==> src/ccu_pkg.sv <==
package ccu_pkg;

    // register word offsets on the plain register port
    localparam int CCU_AW = 8;
    localparam logic [7:0] CCU_OFS_CTRL = 8'h00;
    localparam logic [7:0] CCU_OFS_STIME = 8'h04;
    localparam logic [7:0] CCU_OFS_STATUS = 8'h08;
    localparam logic [7:0] CCU_OFS_CAP0 = 8'h0C;
    localparam logic [7:0] CCU_OFS_CAP1 = 8'h10;
    localparam logic [7:0] CCU_OFS_DIFF = 8'h14;
    localparam logic [7:0] CCU_OFS_COUNT = 8'h18;

    // control fields, bit 0 first: en_req, cont, samp_sel, cont_err,
    // samp_src[5:4], c0_src 6, c0_edge[8:7], c1_src 9, c1_edge[11:10]
    localparam int CCU_CTRL_W = 12;
    localparam int CCU_STIME_W = 16;
    localparam int CCU_STATUS_ERR_BIT = 2;

    // reset values
    localparam logic [11:0] CCU_CTRL_RST = 12'h000;
    localparam logic [15:0] CCU_STIME_RST = 16'h0001;

    // edge qualifiers of a plain capture trigger
    localparam logic [1:0] CCU_EDGE_RISE = 2'h1;
    localparam logic [1:0] CCU_EDGE_FALL = 2'h2;
    localparam logic [1:0] CCU_EDGE_BOTH = 2'h3;

    // start sources of sampling capture
    typedef enum logic [1:0] {
        CCU_SS_C0_HIGH = 2'h0,
        CCU_SS_C0_LOW = 2'h1,
        CCU_SS_ENREQ = 2'h2
    } ccu_ssrc_t;

    typedef struct packed {
        logic [1:0] c1_edge;
        logic c1_src;
        logic [1:0] c0_edge;
        logic c0_src;
        ccu_ssrc_t samp_src;
        logic cont_err;
        logic samp_sel;
        logic cont;
        logic en_req;
    } ccu_ctrl_t;

    // status word: bit0 capture 0, bit1 capture 1, bit2 error, bit3 running
    typedef struct packed {
        logic run;
        logic err;
        logic cap1;
        logic cap0;
    } ccu_status_t;

endpackage

==> src/ccu_edge.sv <==
`timescale 1ns/1ps

// previous-level register of a few synchronous levels; edges are
// combinational so a capture lands in the cycle the edge is seen
module ccu_edge #(
    parameter int W = 4
) (
    input wire logic clk_in,
    input wire logic resetn_in,
    input wire logic [W-1:0] level_in,
    output logic [W-1:0] rise_out,
    output logic [W-1:0] fall_out
);
    logic [W-1:0] prev_r;
    logic [W-1:0] prev_nxt;

    // next previous level is simply the present level
    always_comb begin
        prev_nxt = level_in;
    end

    always_ff @(posedge clk_in or negedge resetn_in) begin
        if (!resetn_in) begin
            prev_r <= '0;
        end else begin
            prev_r <= prev_nxt;
        end
    end

    // history resets low, so a level already high at release reads as a rising edge;
    // the enable resets off, so such an edge cannot start a plain capture
    assign rise_out = level_in & ~prev_r;
    assign fall_out = ~level_in & prev_r;

endmodule // ccu_edge

==> src/ccu_timer.sv <==
`timescale 1ns/1ps

// sampling time down-counter; a load while busy restarts the interval
module ccu_timer
    import ccu_pkg::*;
(
    input wire logic clk_in,
    input wire logic resetn_in,
    input wire logic load_in,
    input wire logic abort_in,
    input wire logic [CCU_STIME_W-1:0] value_in,
    output logic expire_out
);
    logic [CCU_STIME_W-1:0] cnt_r;
    logic [CCU_STIME_W-1:0] cnt_nxt;
    logic busy_r;
    logic busy_nxt;

    // a zero time is treated as one cycle so the interval always ends
    always_comb begin
        cnt_nxt = cnt_r;
        busy_nxt = busy_r;
        if (abort_in) begin
            busy_nxt = 1'b0;
        end else if (load_in) begin
            cnt_nxt = (value_in == '0) ? CCU_STIME_W'(1) : value_in;
            busy_nxt = 1'b1;
        end else if (busy_r) begin
            cnt_nxt = cnt_r - CCU_STIME_W'(1);
            busy_nxt = (cnt_r != CCU_STIME_W'(1));
        end
    end

    always_ff @(posedge clk_in or negedge resetn_in) begin
        if (!resetn_in) begin
            cnt_r <= '0;
            busy_r <= 1'b0;
        end else begin
            cnt_r <= cnt_nxt;
            busy_r <= busy_nxt;
        end
    end

    // expiry is the last busy cycle, unless a restart or an abort replaces it
    assign expire_out = busy_r && (cnt_r == CCU_STIME_W'(1)) && !load_in && !abort_in;

endmodule // ccu_timer

==> src/ccu_capture.sv <==
`timescale 1ns/1ps

////////////////////////////////////////////////////////////////////////////////
// What this block does
// - continuous plain capture fires on every edge its edge qualifier selects
// - continuous capture overwrites both values and difference
// - signed difference, sign set by event order
// - one-shot sampling stores counts after sampling time
// - continuous sampling repeats store per trigger change
// - sampling capture needs no enable; one-shot re-armed by control write
// - sampling start: control 0 high/low or enable
// - one-shot sampling sets only capture 1 status
// - continuous sampling sets only capture 0 status
// - values are signed 32-bit, latest capture kept
// - status becomes visible only at refresh points
// - plain capture status cleared on enable rise
// - captures run freely; completion flags cleared at refresh
// - frequent triggers just keep status set
// - overflow/underflow stops unless continue is configured
// - plain capture armed only while enable held
// - one-shot plain capture takes first edge only
// - sampling selection disables plain capture
module ccu_capture
    import ccu_pkg::*;
(
    input wire logic clk_in,
    input wire logic resetn_in,
    input wire logic [CCU_AW-1:0] addr_in,
    input wire logic [31:0] wdata_in,
    input wire logic wr_in,
    input wire logic rd_in,
    output logic [31:0] rdata_out,
    input wire logic signed [31:0] count_in,
    input wire logic overflow_in,
    input wire logic underflow_in,
    input wire logic ctrl0_in,
    input wire logic ctrl1_in,
    input wire logic io_refresh_in,
    output logic [1:0] cap_status_out,
    output logic err_out,
    output logic run_out
);

    // true when the channel's source and edge qualifier see an edge
    function automatic logic trig_hit(input logic src, input logic [1:0] edg,
                                      input logic [1:0] rise, input logic [1:0] fall);
        logic r;
        logic f;
        r = src ? rise[1] : rise[0];
        f = src ? fall[1] : fall[0];
        trig_hit = (edg[0] & r) | (edg[1] & f);
    endfunction

    ////////////////////////////////////////////////////////////////////////////
    // state

    ccu_ctrl_t ctrl_r, ctrl_nxt;
    logic [CCU_STIME_W-1:0] stime_r, stime_nxt;
    logic signed [31:0] cap0_r, cap0_nxt;
    logic signed [31:0] cap1_r, cap1_nxt;
    logic signed [31:0] diff_r, diff_nxt;
    logic signed [31:0] sref_r, sref_nxt;
    logic [1:0] done_r, done_nxt;
    logic [1:0] taken_r, taken_nxt;
    logic [1:0] status_r, status_nxt;
    logic sdone_r, sdone_nxt;
    logic err_r, err_nxt;
    logic run_r, run_nxt;
    logic [31:0] rdata_r, rdata_nxt;

    logic [3:0] lvl;
    logic [3:0] rise;
    logic [3:0] fall;
    logic samp_act;
    logic en_rise;
    logic plain_arm;
    logic fire0;
    logic fire1;
    logic samp_start;
    logic samp_exp;
    logic [1:0] set_now;
    logic ctrl_wr;

    ////////////////////////////////////////////////////////////////////////////
    // edges and sampling timer

    // start condition of sampling capture from its selected source
    always_comb begin
        unique case (ctrl_r.samp_src)
            CCU_SS_C0_HIGH: samp_act = ctrl0_in;
            CCU_SS_C0_LOW: samp_act = ~ctrl0_in;
            CCU_SS_ENREQ: samp_act = ctrl_r.en_req;
            default: samp_act = 1'b0;
        endcase
    end

    // every level whose edges matter goes through one shared history register
    assign lvl = {samp_act, ctrl_r.en_req, ctrl1_in, ctrl0_in};

    ccu_edge #(.W(4)) u_edge (
        .clk_in(clk_in),
        .resetn_in(resetn_in),
        .level_in(lvl),
        .rise_out(rise),
        .fall_out(fall)
    );

    // enable edge and control write strobe, used by several groups below
    assign en_rise = rise[2];
    assign ctrl_wr = wr_in && (addr_in == CCU_OFS_CTRL);

    // sampling runs without the enable bit; one-shot waits for re-arm
    assign samp_start = ctrl_r.samp_sel && run_r && rise[3]
                        && (ctrl_r.cont || !sdone_r);

    ccu_timer u_timer (
        .clk_in(clk_in),
        .resetn_in(resetn_in),
        .load_in(samp_start),
        .abort_in(!ctrl_r.samp_sel || !run_r),
        .value_in(stime_r),
        .expire_out(samp_exp)
    );

    // plain capture only while enable held and sampling not selected
    assign plain_arm = ctrl_r.en_req && !ctrl_r.samp_sel && run_r;
    assign fire0 = plain_arm && (ctrl_r.cont || !taken_r[0])
                   && trig_hit(ctrl_r.c0_src, ctrl_r.c0_edge, rise[1:0], fall[1:0]);
    assign fire1 = plain_arm && (ctrl_r.cont || !taken_r[1])
                   && trig_hit(ctrl_r.c1_src, ctrl_r.c1_edge, rise[1:0], fall[1:0]);

    ////////////////////////////////////////////////////////////////////////////
    // capture values and completion flags

    always_comb begin
        cap0_nxt = cap0_r;
        cap1_nxt = cap1_r;
        diff_nxt = diff_r;
        sref_nxt = sref_r;
        taken_nxt = taken_r;
        sdone_nxt = sdone_r;
        set_now = 2'b00;
        // rewriting control re-arms a finished one-shot sampling; an expiry
        // in the same cycle still marks it done, so the set wins
        if (ctrl_wr) begin
            sdone_nxt = 1'b0;
        end
        if (samp_start) begin
            sref_nxt = count_in;
        end
        if (samp_exp) begin
            cap0_nxt = count_in;
            cap1_nxt = count_in;
            diff_nxt = count_in - sref_r;
            if (ctrl_r.cont) begin
                set_now[0] = 1'b1;
            end else begin
                set_now[1] = 1'b1;
                sdone_nxt = 1'b1;
            end
        end
        // a new enable starts a fresh one-shot round
        if (en_rise) begin
            taken_nxt = 2'b00;
        end
        if (fire0) begin
            cap0_nxt = count_in;
            taken_nxt[0] = 1'b1;
            set_now[0] = 1'b1;
        end
        if (fire1) begin
            cap1_nxt = count_in;
            taken_nxt[1] = 1'b1;
            set_now[1] = 1'b1;
        end
        // difference follows which capture came first
        if (fire0 || fire1) begin
            diff_nxt = cap1_nxt - cap0_nxt;
        end
    end

    // capture registers; values survive an error stop for later reading
    always_ff @(posedge clk_in or negedge resetn_in) begin
        if (!resetn_in) begin
            cap0_r <= '0;
            cap1_r <= '0;
            diff_r <= '0;
            sref_r <= '0;
            taken_r <= 2'b00;
            sdone_r <= 1'b0;
        end else begin
            cap0_r <= cap0_nxt;
            cap1_r <= cap1_nxt;
            diff_r <= diff_nxt;
            sref_r <= sref_nxt;
            taken_r <= taken_nxt;
            sdone_r <= sdone_nxt;
        end
    end

    ////////////////////////////////////////////////////////////////////////////
    // internal completion flags and published status

    // an event in a refresh cycle is published, never dropped
    always_comb begin
        done_nxt = done_r | set_now;
        status_nxt = status_r;
        if (io_refresh_in) begin
            status_nxt = done_r | set_now;
            done_nxt = 2'b00;
        end else if (en_rise && !ctrl_r.samp_sel) begin
            status_nxt = 2'b00;
            done_nxt = set_now;
        end
    end

    // completion flags and the published status bits
    always_ff @(posedge clk_in or negedge resetn_in) begin
        if (!resetn_in) begin
            done_r <= 2'b00;
            status_r <= 2'b00;
        end else begin
            done_r <= done_nxt;
            status_r <= status_nxt;
        end
    end

    ////////////////////////////////////////////////////////////////////////////
    // counter error and run state

    // stop is the default; continue-on-error keeps the block running
    always_comb begin
        err_nxt = err_r;
        run_nxt = run_r;
        if (wr_in && addr_in == CCU_OFS_STATUS && wdata_in[CCU_STATUS_ERR_BIT]) begin
            err_nxt = 1'b0;
            run_nxt = 1'b1;
        end
        if (overflow_in || underflow_in) begin
            err_nxt = 1'b1;
            run_nxt = ctrl_r.cont_err && run_r;
        end
    end

    // the block comes out of reset running and free of errors
    always_ff @(posedge clk_in or negedge resetn_in) begin
        if (!resetn_in) begin
            err_r <= 1'b0;
            run_r <= 1'b1;
        end else begin
            err_r <= err_nxt;
            run_r <= run_nxt;
        end
    end

    ////////////////////////////////////////////////////////////////////////////
    // register port: writes take effect next edge, reads answer next cycle

    always_comb begin
        ctrl_nxt = ctrl_r;
        stime_nxt = stime_r;
        rdata_nxt = 32'h0000_0000;
        if (ctrl_wr) begin
            ctrl_nxt = ccu_ctrl_t'(wdata_in[CCU_CTRL_W-1:0]);
        end
        if (wr_in && addr_in == CCU_OFS_STIME) begin
            stime_nxt = wdata_in[CCU_STIME_W-1:0];
        end
        if (rd_in) begin
            unique case (addr_in)
                CCU_OFS_CTRL: rdata_nxt = {20'h00000, ctrl_r};
                CCU_OFS_STIME: rdata_nxt = {16'h0000, stime_r};
                CCU_OFS_STATUS: rdata_nxt = {28'h0000000, run_r, err_r, status_r};
                CCU_OFS_CAP0: rdata_nxt = cap0_r;
                CCU_OFS_CAP1: rdata_nxt = cap1_r;
                CCU_OFS_DIFF: rdata_nxt = diff_r;
                CCU_OFS_COUNT: rdata_nxt = count_in;
                default: rdata_nxt = 32'h0000_0000;  // unmapped reads zero
            endcase
        end
    end

    // control, sampling time and the registered read answer
    always_ff @(posedge clk_in or negedge resetn_in) begin
        if (!resetn_in) begin
            ctrl_r <= ccu_ctrl_t'(CCU_CTRL_RST);
            stime_r <= CCU_STIME_RST;
            rdata_r <= 32'h0000_0000;
        end else begin
            ctrl_r <= ctrl_nxt;
            stime_r <= stime_nxt;
            rdata_r <= rdata_nxt;
        end
    end

    // every output is a flip-flop, so nothing combinational reaches the pins
    assign rdata_out = rdata_r;
    assign cap_status_out = status_r;
    assign err_out = err_r;
    assign run_out = run_r;

endmodule // ccu_capture

==> config.mk <==
export PLATFORM = sky130hd
export DESIGN_NAME = ccu_capture
export DESIGN_NICKNAME = d
export VERILOG_FILES = /design/src/ccu_pkg.sv /design/src/ccu_edge.sv /design/src/ccu_timer.sv /design/src/ccu_capture.sv
export SDC_FILE = /design/constraint.sdc
export NUM_CORES = 1
export LEC_CHECK = 0
export BUFFER_PORTS_ARGS = -buffer_cell sky130_fd_sc_hd__buf_4
export CAP_MARGIN = 15
export CORE_ASPECT_RATIO = 2
export CORE_UTILIZATION = 61
export CTS_BUF_LIST = sky130_fd_sc_hd__clkbuf_8
export CTS_CLUSTER_DIAMETER = 40
export CTS_CLUSTER_SIZE = 14
export DETAILED_ROUTE_END_ITERATION = 16
export HOLD_SLACK_MARGIN = 0.1
export PLACE_DENSITY_LB_ADDON = 0.15
export SETUP_SLACK_MARGIN = 0.15
export SYNTH_ARGS = -nofsm -noshare
export SYNTH_HDL_FRONTEND = slang
export SYNTH_SLANG_ARGS = --single-unit
==> constraint.sdc <==
create_clock -name clk_in -period 9.2 [get_ports clk_in]
set_input_delay 0.46 -clock clk_in [delete_from_list [all_inputs] [get_ports clk_in]]
set_output_delay 0.46 -clock clk_in [all_outputs]
set_load 0.02 [all_outputs]
* Word level (Yosys, flattened, before mapping) *
Index checks and enable logic that the tools add are counted.

storage, ports and cells
  flip-flop bits (word level) = 218
  input port bits = 81
  output and inout bits = 36
  word-level logic and storage cells = 130

cells by class
  add/sub/neg operators = 3
  equality and inequality tests = 10
  mux-type cells = 38
  bitwise operators = 13
  reductions and logical operators = 41

operators by type and width
  cell                                                                      count
  32-bit 2-to-1 mux                                                         7
  32-bit case mux with 7 select lines                                       1
  32-bit subtractor                                                         2
  16-bit 2-to-1 mux                                                         3
  8-bit by 5-bit == test with 1-bit output, second input constant           3
  1-bit 2-to-1 mux                                                          20
  1-bit logical AND                                                         18
  16-bit by 1-bit == test with 1-bit output, second input constant          1
  8-bit by 4-bit == test with 1-bit output, second input constant           2
  16-bit zero test                                                          1
  16-bit by 1-bit inequality test with 1-bit output, second input constant  1
  16-bit by 1-bit subtractor with 16-bit output, second input constant      1
  2-bit 2-to-1 mux                                                          6
  2-bit nonzero test                                                        6
  8-bit by 3-bit == test with 1-bit output, second input constant           1
  8-bit zero test                                                           1
  1-bit zero test                                                           7
  1-bit logical OR                                                          6
  1-bit bitwise AND                                                         4
  4-bit bitwise AND                                                         1
  4-bit NOT                                                                 1
  1-bit case mux with 3 select lines                                        1
  2-bit bitwise AND                                                         1
  2-bit by 1-bit == test with 1-bit output, second input constant           1
  other kinds (7)                                                           9

* Depth between registers and ports, before layout *
  word-level depth = 13
  depth in mapped cells = 25
  gate-level depth less buffers = 23

* Hierarchy *
A second synthesis with hierarchy kept.

unflattened totals
  cell total of the unflattened synthesis = 1295
  area total of the unflattened synthesis = 12595.8 um^2

by module, submodules not included
  module       instances  cells each  area an instance (um^2)  sequential area each (um^2)
  ccu_capture  1          1146        11260.8                  4932.2
  ccu_timer    1          137         1164.9                   425.4
  ccu_edge     1          12          170.2                    100.1

* Worst setup path after synthesis *
OpenSTA, ideal clock, no wires.

  kind = register -> register
  from = reg u_timer.cnt_r[1]
  to = reg diff_r[28]
  library setup time = 0.140 ns
  arrival = 5.158 ns
  data required time = 9.060 ns
  path slack = 3.903 ns
  cell stages (with the launch flop) = 25
  buffers on the path = 2
  period minus slack after synthesis = 5.297 ns
  cell sequence = dfrtp_1 inv_1 ha_1 or4b_1 nor2_1 o211ai_2 nand2_1 buf_2 buf_1 mux2i_1 ha_1 inv_1 fa_1 a21oi_1 o21ai_0 o31ai_1 a211o_1 maj3_2 nand3_1 nand3_1 o211ai_2 a31o_2 a21oi_1 and3_1 o32ai_2

on the way
  cells in the longest elaborated chain, start to end = 8
  elaborated cells between the ends (all ways) = 11
  those cells by class = add/sub (1); eq/ne (1); mux (5); reduce/logical (4)

RTL lines
  what                                           RTL line                                text
  start: declaration                             ccu_timer.sv:14                         logic [CCU_STIME_W-1:0] cnt_r;
  start signal: assignment                       ccu_timer.sv:39                         cnt_r <= cnt_nxt;
  16-bit by 1-bit == test with 1-bit output (*)  ccu_timer.sv:45                         assign expire_out = busy_r && (cnt_r == CCU_STIME_W'(1)) && !load_in && !abort_in;
  1-bit logical AND (*) (3 in series)            ccu_timer.sv:45
  32-bit 2-to-1 mux                              ccu_capture.sv:151                      if (samp_exp) begin
  32-bit 2-to-1 mux (on tied branches)           ccu_capture.sv:171, ccu_capture.sv:166
  32-bit subtractor                              ccu_capture.sv:178                      diff_nxt = cap1_nxt - cap0_nxt;
  32-bit 2-to-1 mux                              ccu_capture.sv:177                      if (fire0 || fire1) begin
  end signal: assignment                         ccu_capture.sv:194                      diff_r <= diff_nxt;
  end: declaration                               ccu_capture.sv:61                       logic signed [31:0] diff_r, diff_nxt;

Every way passes the cells marked *; elsewhere a longest branch is shown, timed or not.
A chain may end at the register's enable or synchronous reset.

* Worst setup path in the final report *
  from = reg u_timer.cnt_r[1]
  to = reg diff_r[28]

on the way
  cells in the longest elaborated chain, start to end = 8
  elaborated cells between the ends (all ways) = 11
  those cells by class = add/sub (1); eq/ne (1); mux (5); reduce/logical (4)

RTL lines
  what                                       RTL line            text
  16-bit by 1-bit == test with 1-bit output  ccu_timer.sv:45
  1-bit logical AND (3 in series)            ccu_timer.sv:45
  32-bit 2-to-1 mux                          ccu_capture.sv:151
  32-bit 2-to-1 mux                          ccu_capture.sv:171  if (fire1) begin
  via cap1_nxt[1]                            ccu_capture.sv:60   logic signed [31:0] cap1_r, cap1_nxt;
  32-bit subtractor                          ccu_capture.sv:178
  32-bit 2-to-1 mux                          ccu_capture.sv:177

The timed path passes the listed nets, and every way through them passes these cells.

==> impl_metrics.toml <==
[worst_setup_path]
crit_path_start = "u_timer.cnt_r[1]"
worst-r2r-cell-count = 21
cp_data_arrival_time_ns = 6.58
crit_path_end = "diff_r[28]"
reg2reg_to = "diff_r[28]"
rrSetupSlack_ns = 3.10
crit_path_max_incr_delay_ns = 0.49
worst_path_dominant_cell_family = "compound AO/OA/AOI/OAI gates"
cp_max_fo = 20
crit_type = "reg -> reg"
buf_inv_stages_crit_path = 2
startpoint_type = "flop"
critical-path-slowest-cell = "or4b_1"
critPathRequiredTime_ns = 9.67
wp_depth = 21
worstSetupEndpointType = "flop"
path_cells = "inv_1 > ha_1 > or4b_1 > nor2_1 > o211ai_2 > nand2_1 > buf_4 > mux2_2 > fa_1 > a21oi_1 > o21ai_0 > o31ai_1 > a211o_1 > maj3_2 > nand3_1 > nand3_1 > o211ai_2 > a31o_2 > a21oi_1 > and3_1 > o32ai_2"
crit-reg2reg-launch = "u_timer.cnt_r[1]"

[sta]
report.final.setup_viol = 0
slew-limit-headroom_pct = 24.1
grt_setup_unrepaired = "false"
hold_slack_ns = 0.125
tightest_slew_ns = 1.14
tns_ns = 0
maxSlewViolCount = 0
max_freq_mhz = 164
timing.final.ws_setup_ns = 3.10
finalWorstPathRequiredPeriod_ns = 6.10
skew_ns = 0.0197
finalHoldViolCount = 0
layout_worst_path_cycle_share_pct = 66.4

[detailed_routing]
wirelength_um = 44800
detailroute.via_count = 12400
detail_route.vias_per_cell = 6.88
firstDrtPassIters = 7
route.antenna.remaining_nets = 0
detail_route.wl_per_cell_um = 24.8
drcViolationCount = 0
dr.first_iter.drc_count = 965

[placement]
place_area_um2 = 14600
place_worst_setup_slack_ns = 3.20
finalWeightedCongestion = 0.959
port_buffers = 100
placed_cells_incl_taps = 1740
detailed_place_hpwl_um = 30900

[floorplanning]
chipWidth_um = 107
core-area_um2 = 21700
floorplan.rows = 76
start_util_pct = 62.5
die_height_um = 213
die-area_um2 = 22800
io_pins = 117

[worst_hold_path]
min-delay-path-class = "in -> reg"
hold_path_depth = 2

[power_and_ir_drop]
power_per_cell_area_nw_per_um2 = 129
intPower_mw = 1.43
p_total_mw = 1.98
max-vdd-ir-drop_uv = 125
p_seq_share_pct = 50.5
power_frac_comb_pct = 11.0
clock_power_share_pct = 38.5
power.switching_fraction_pct = 27.8
power.static_leakage_nw = 6.97
power.net_switching_mw = 0.551

[clocking]
cts_num_sinks = 218
cts_max_path_buffers = 3
cts_tree = "yes"
cts_inserted_buffers = 24
clk_latency_ns = 0.62
ctsHtreeMaxLevel = 1
cts_root_buffer = "clkbuf_8"
clk_transition_reported_paths_ns = 0.09
post_cts.repair.setup_buffers = 0
cts_resized = 0

[global_routing]
grt_max_degree = 82
antenna_found_initial = 3
vias_in_the_first_global_route = 12700
gr-total-overflow = 0
grt_usage_pct = 40.6
wire_length_of_the_first_global_routing_pass_um = 68700

[yosys]
ys_top_cells_by_count = "216 x dfrtp_1, 108 x a21oi_1, 96 x nand2_1, 92 x mux2_2, 88 x inv_1"
synth-seq-cells = 218
synth_top_area_cell = "dfrtp_1"
synth.area.top_cells = "dfrtp_1 40%, mux2_2 7.6%, ha_1 4.7%"
synth_top_flop_cell = "dfrtp_1"
avgSynthCellArea_um2 = 9.57
synthArstFlopShare_pct = 100
yosysMostFrequentCell = "dfrtp_1"
ys_types = 95
post_synth_inst_count = 1416
synth_seq_area_share_pct = 40.3
synth_top_area_share_pct = 39.9
yosys_warn_count = 0
synth_nets = 1550
synth_edf_count = 0
syn_area_um2 = 13500

[cells_and_area]
final_cell_area_um2 = 15300
area.growth.synth_to_final_pct = 13.3
n_fill_cell = 1722
finish.utilization_pct = 70.8
num_antenna_cells = 0
layout.cells.non_filler = 1805
layout-drive-gt1-share_pct = 19.6
fin_nets = 1650

[run]
max_cap_viol_count = 0

[outcome]
outcome = "completed"
-- registers in the layout (all words and copies together), names as in the netlist, named ones only --
signal,count
cap0_r,32
cap_status_out,2
u_timer.busy_r,1
u_edge.prev_r,4
rdata_out,32
err_out,1
sref_r,32
ctrl_r,12
diff_r,32
stime_r,16
run_out,1
done_r,2
sdone_r,1
taken_r,2
cap1_r,29
u_timer.cnt_r,16
-- what timing repair did --
item	4_1_cts	5_1_grt
endpoints found under the hold margin	94	17
setup endpoints to repair	0	0
hold buffers	13	10
-- worst min path at each step --
stage                 startpoint           to  slack (ns)
floorplan              resetn_in    async pin        0.16
detailed placement    taken_r[1]   taken_r[1]        0.48
global route        count_in[29]   sref_r[29]        0.12
finish              count_in[26]   sref_r[26]        0.13
global placement         sdone_r      sdone_r        0.46
CTS                 wdata_in[14]  stime_r[14]        0.10
-- power groups by stage --
stage                     Clock [mW]  Sequential, mW  Combinational, mW
after floorplan                    0            1.01              0.118
after global placement             0            1.02              0.199
after detailed placement           0            1.02              0.205
after CTS                      0.767           0.999              0.210
after global routing           0.808            1.00              0.239
final                          0.762            1.00              0.218
-- cell type report --
cell class                      count  area [um^2]  share of cell area, %
Timing Repair Buffer              146         1160                   7.56
Sequential cell                   218         5460                   35.6
Clock inverter                     15          178                   1.16
Inverter                           89          334                   2.18
Tap cell                          273          342                   2.23
Multi-Input combinational cell   1037         7510                   48.9
Clock buffer                       27          372                   2.42
-- kinds of logic after synthesis --
family	count (synthesis)	share of synthesized area (%)
xor+xnor	69	4.57
mux	123	9.98
compound gates	474	24.0
buf+inv	161	4.54
simple gates	313	11.2
fa+ha+maj	58	5.39
flops	218	40.3
-- per-layer routing --
layer	vias to the layer above	track usage, %	routed length, um
met2	703	70.5	22700
met3	301	9.40	3680
met1	5977	37.7	13500
met4	4	40.7	4940
li1	5428	-	-
met5	-	0	27
-- placed cells by master (no fill, tap or decap), drive strengths merged, types with 7 or more instances in the layout --
cell	instances
xor2	27
inv	96
nor2b	14
ha	51
a211oi	32
nand2	96
nor4	9
a21oi	111
mux2	94
nand3	17
nand2b	11
o21a	14
a22oi	74
o21ai	77
a21o	26
o311ai	7
and3	10
o31ai	9
nand4	9
a31oi	25
nor3	33
xnor2	41
o211ai	17
dfrtp	216
buf	123
nor2	84
mux2i	29
dlygate4sd3	23
a222oi	8
clkbuf	27
Note: power is estimated with default switching activity, not from simulation.
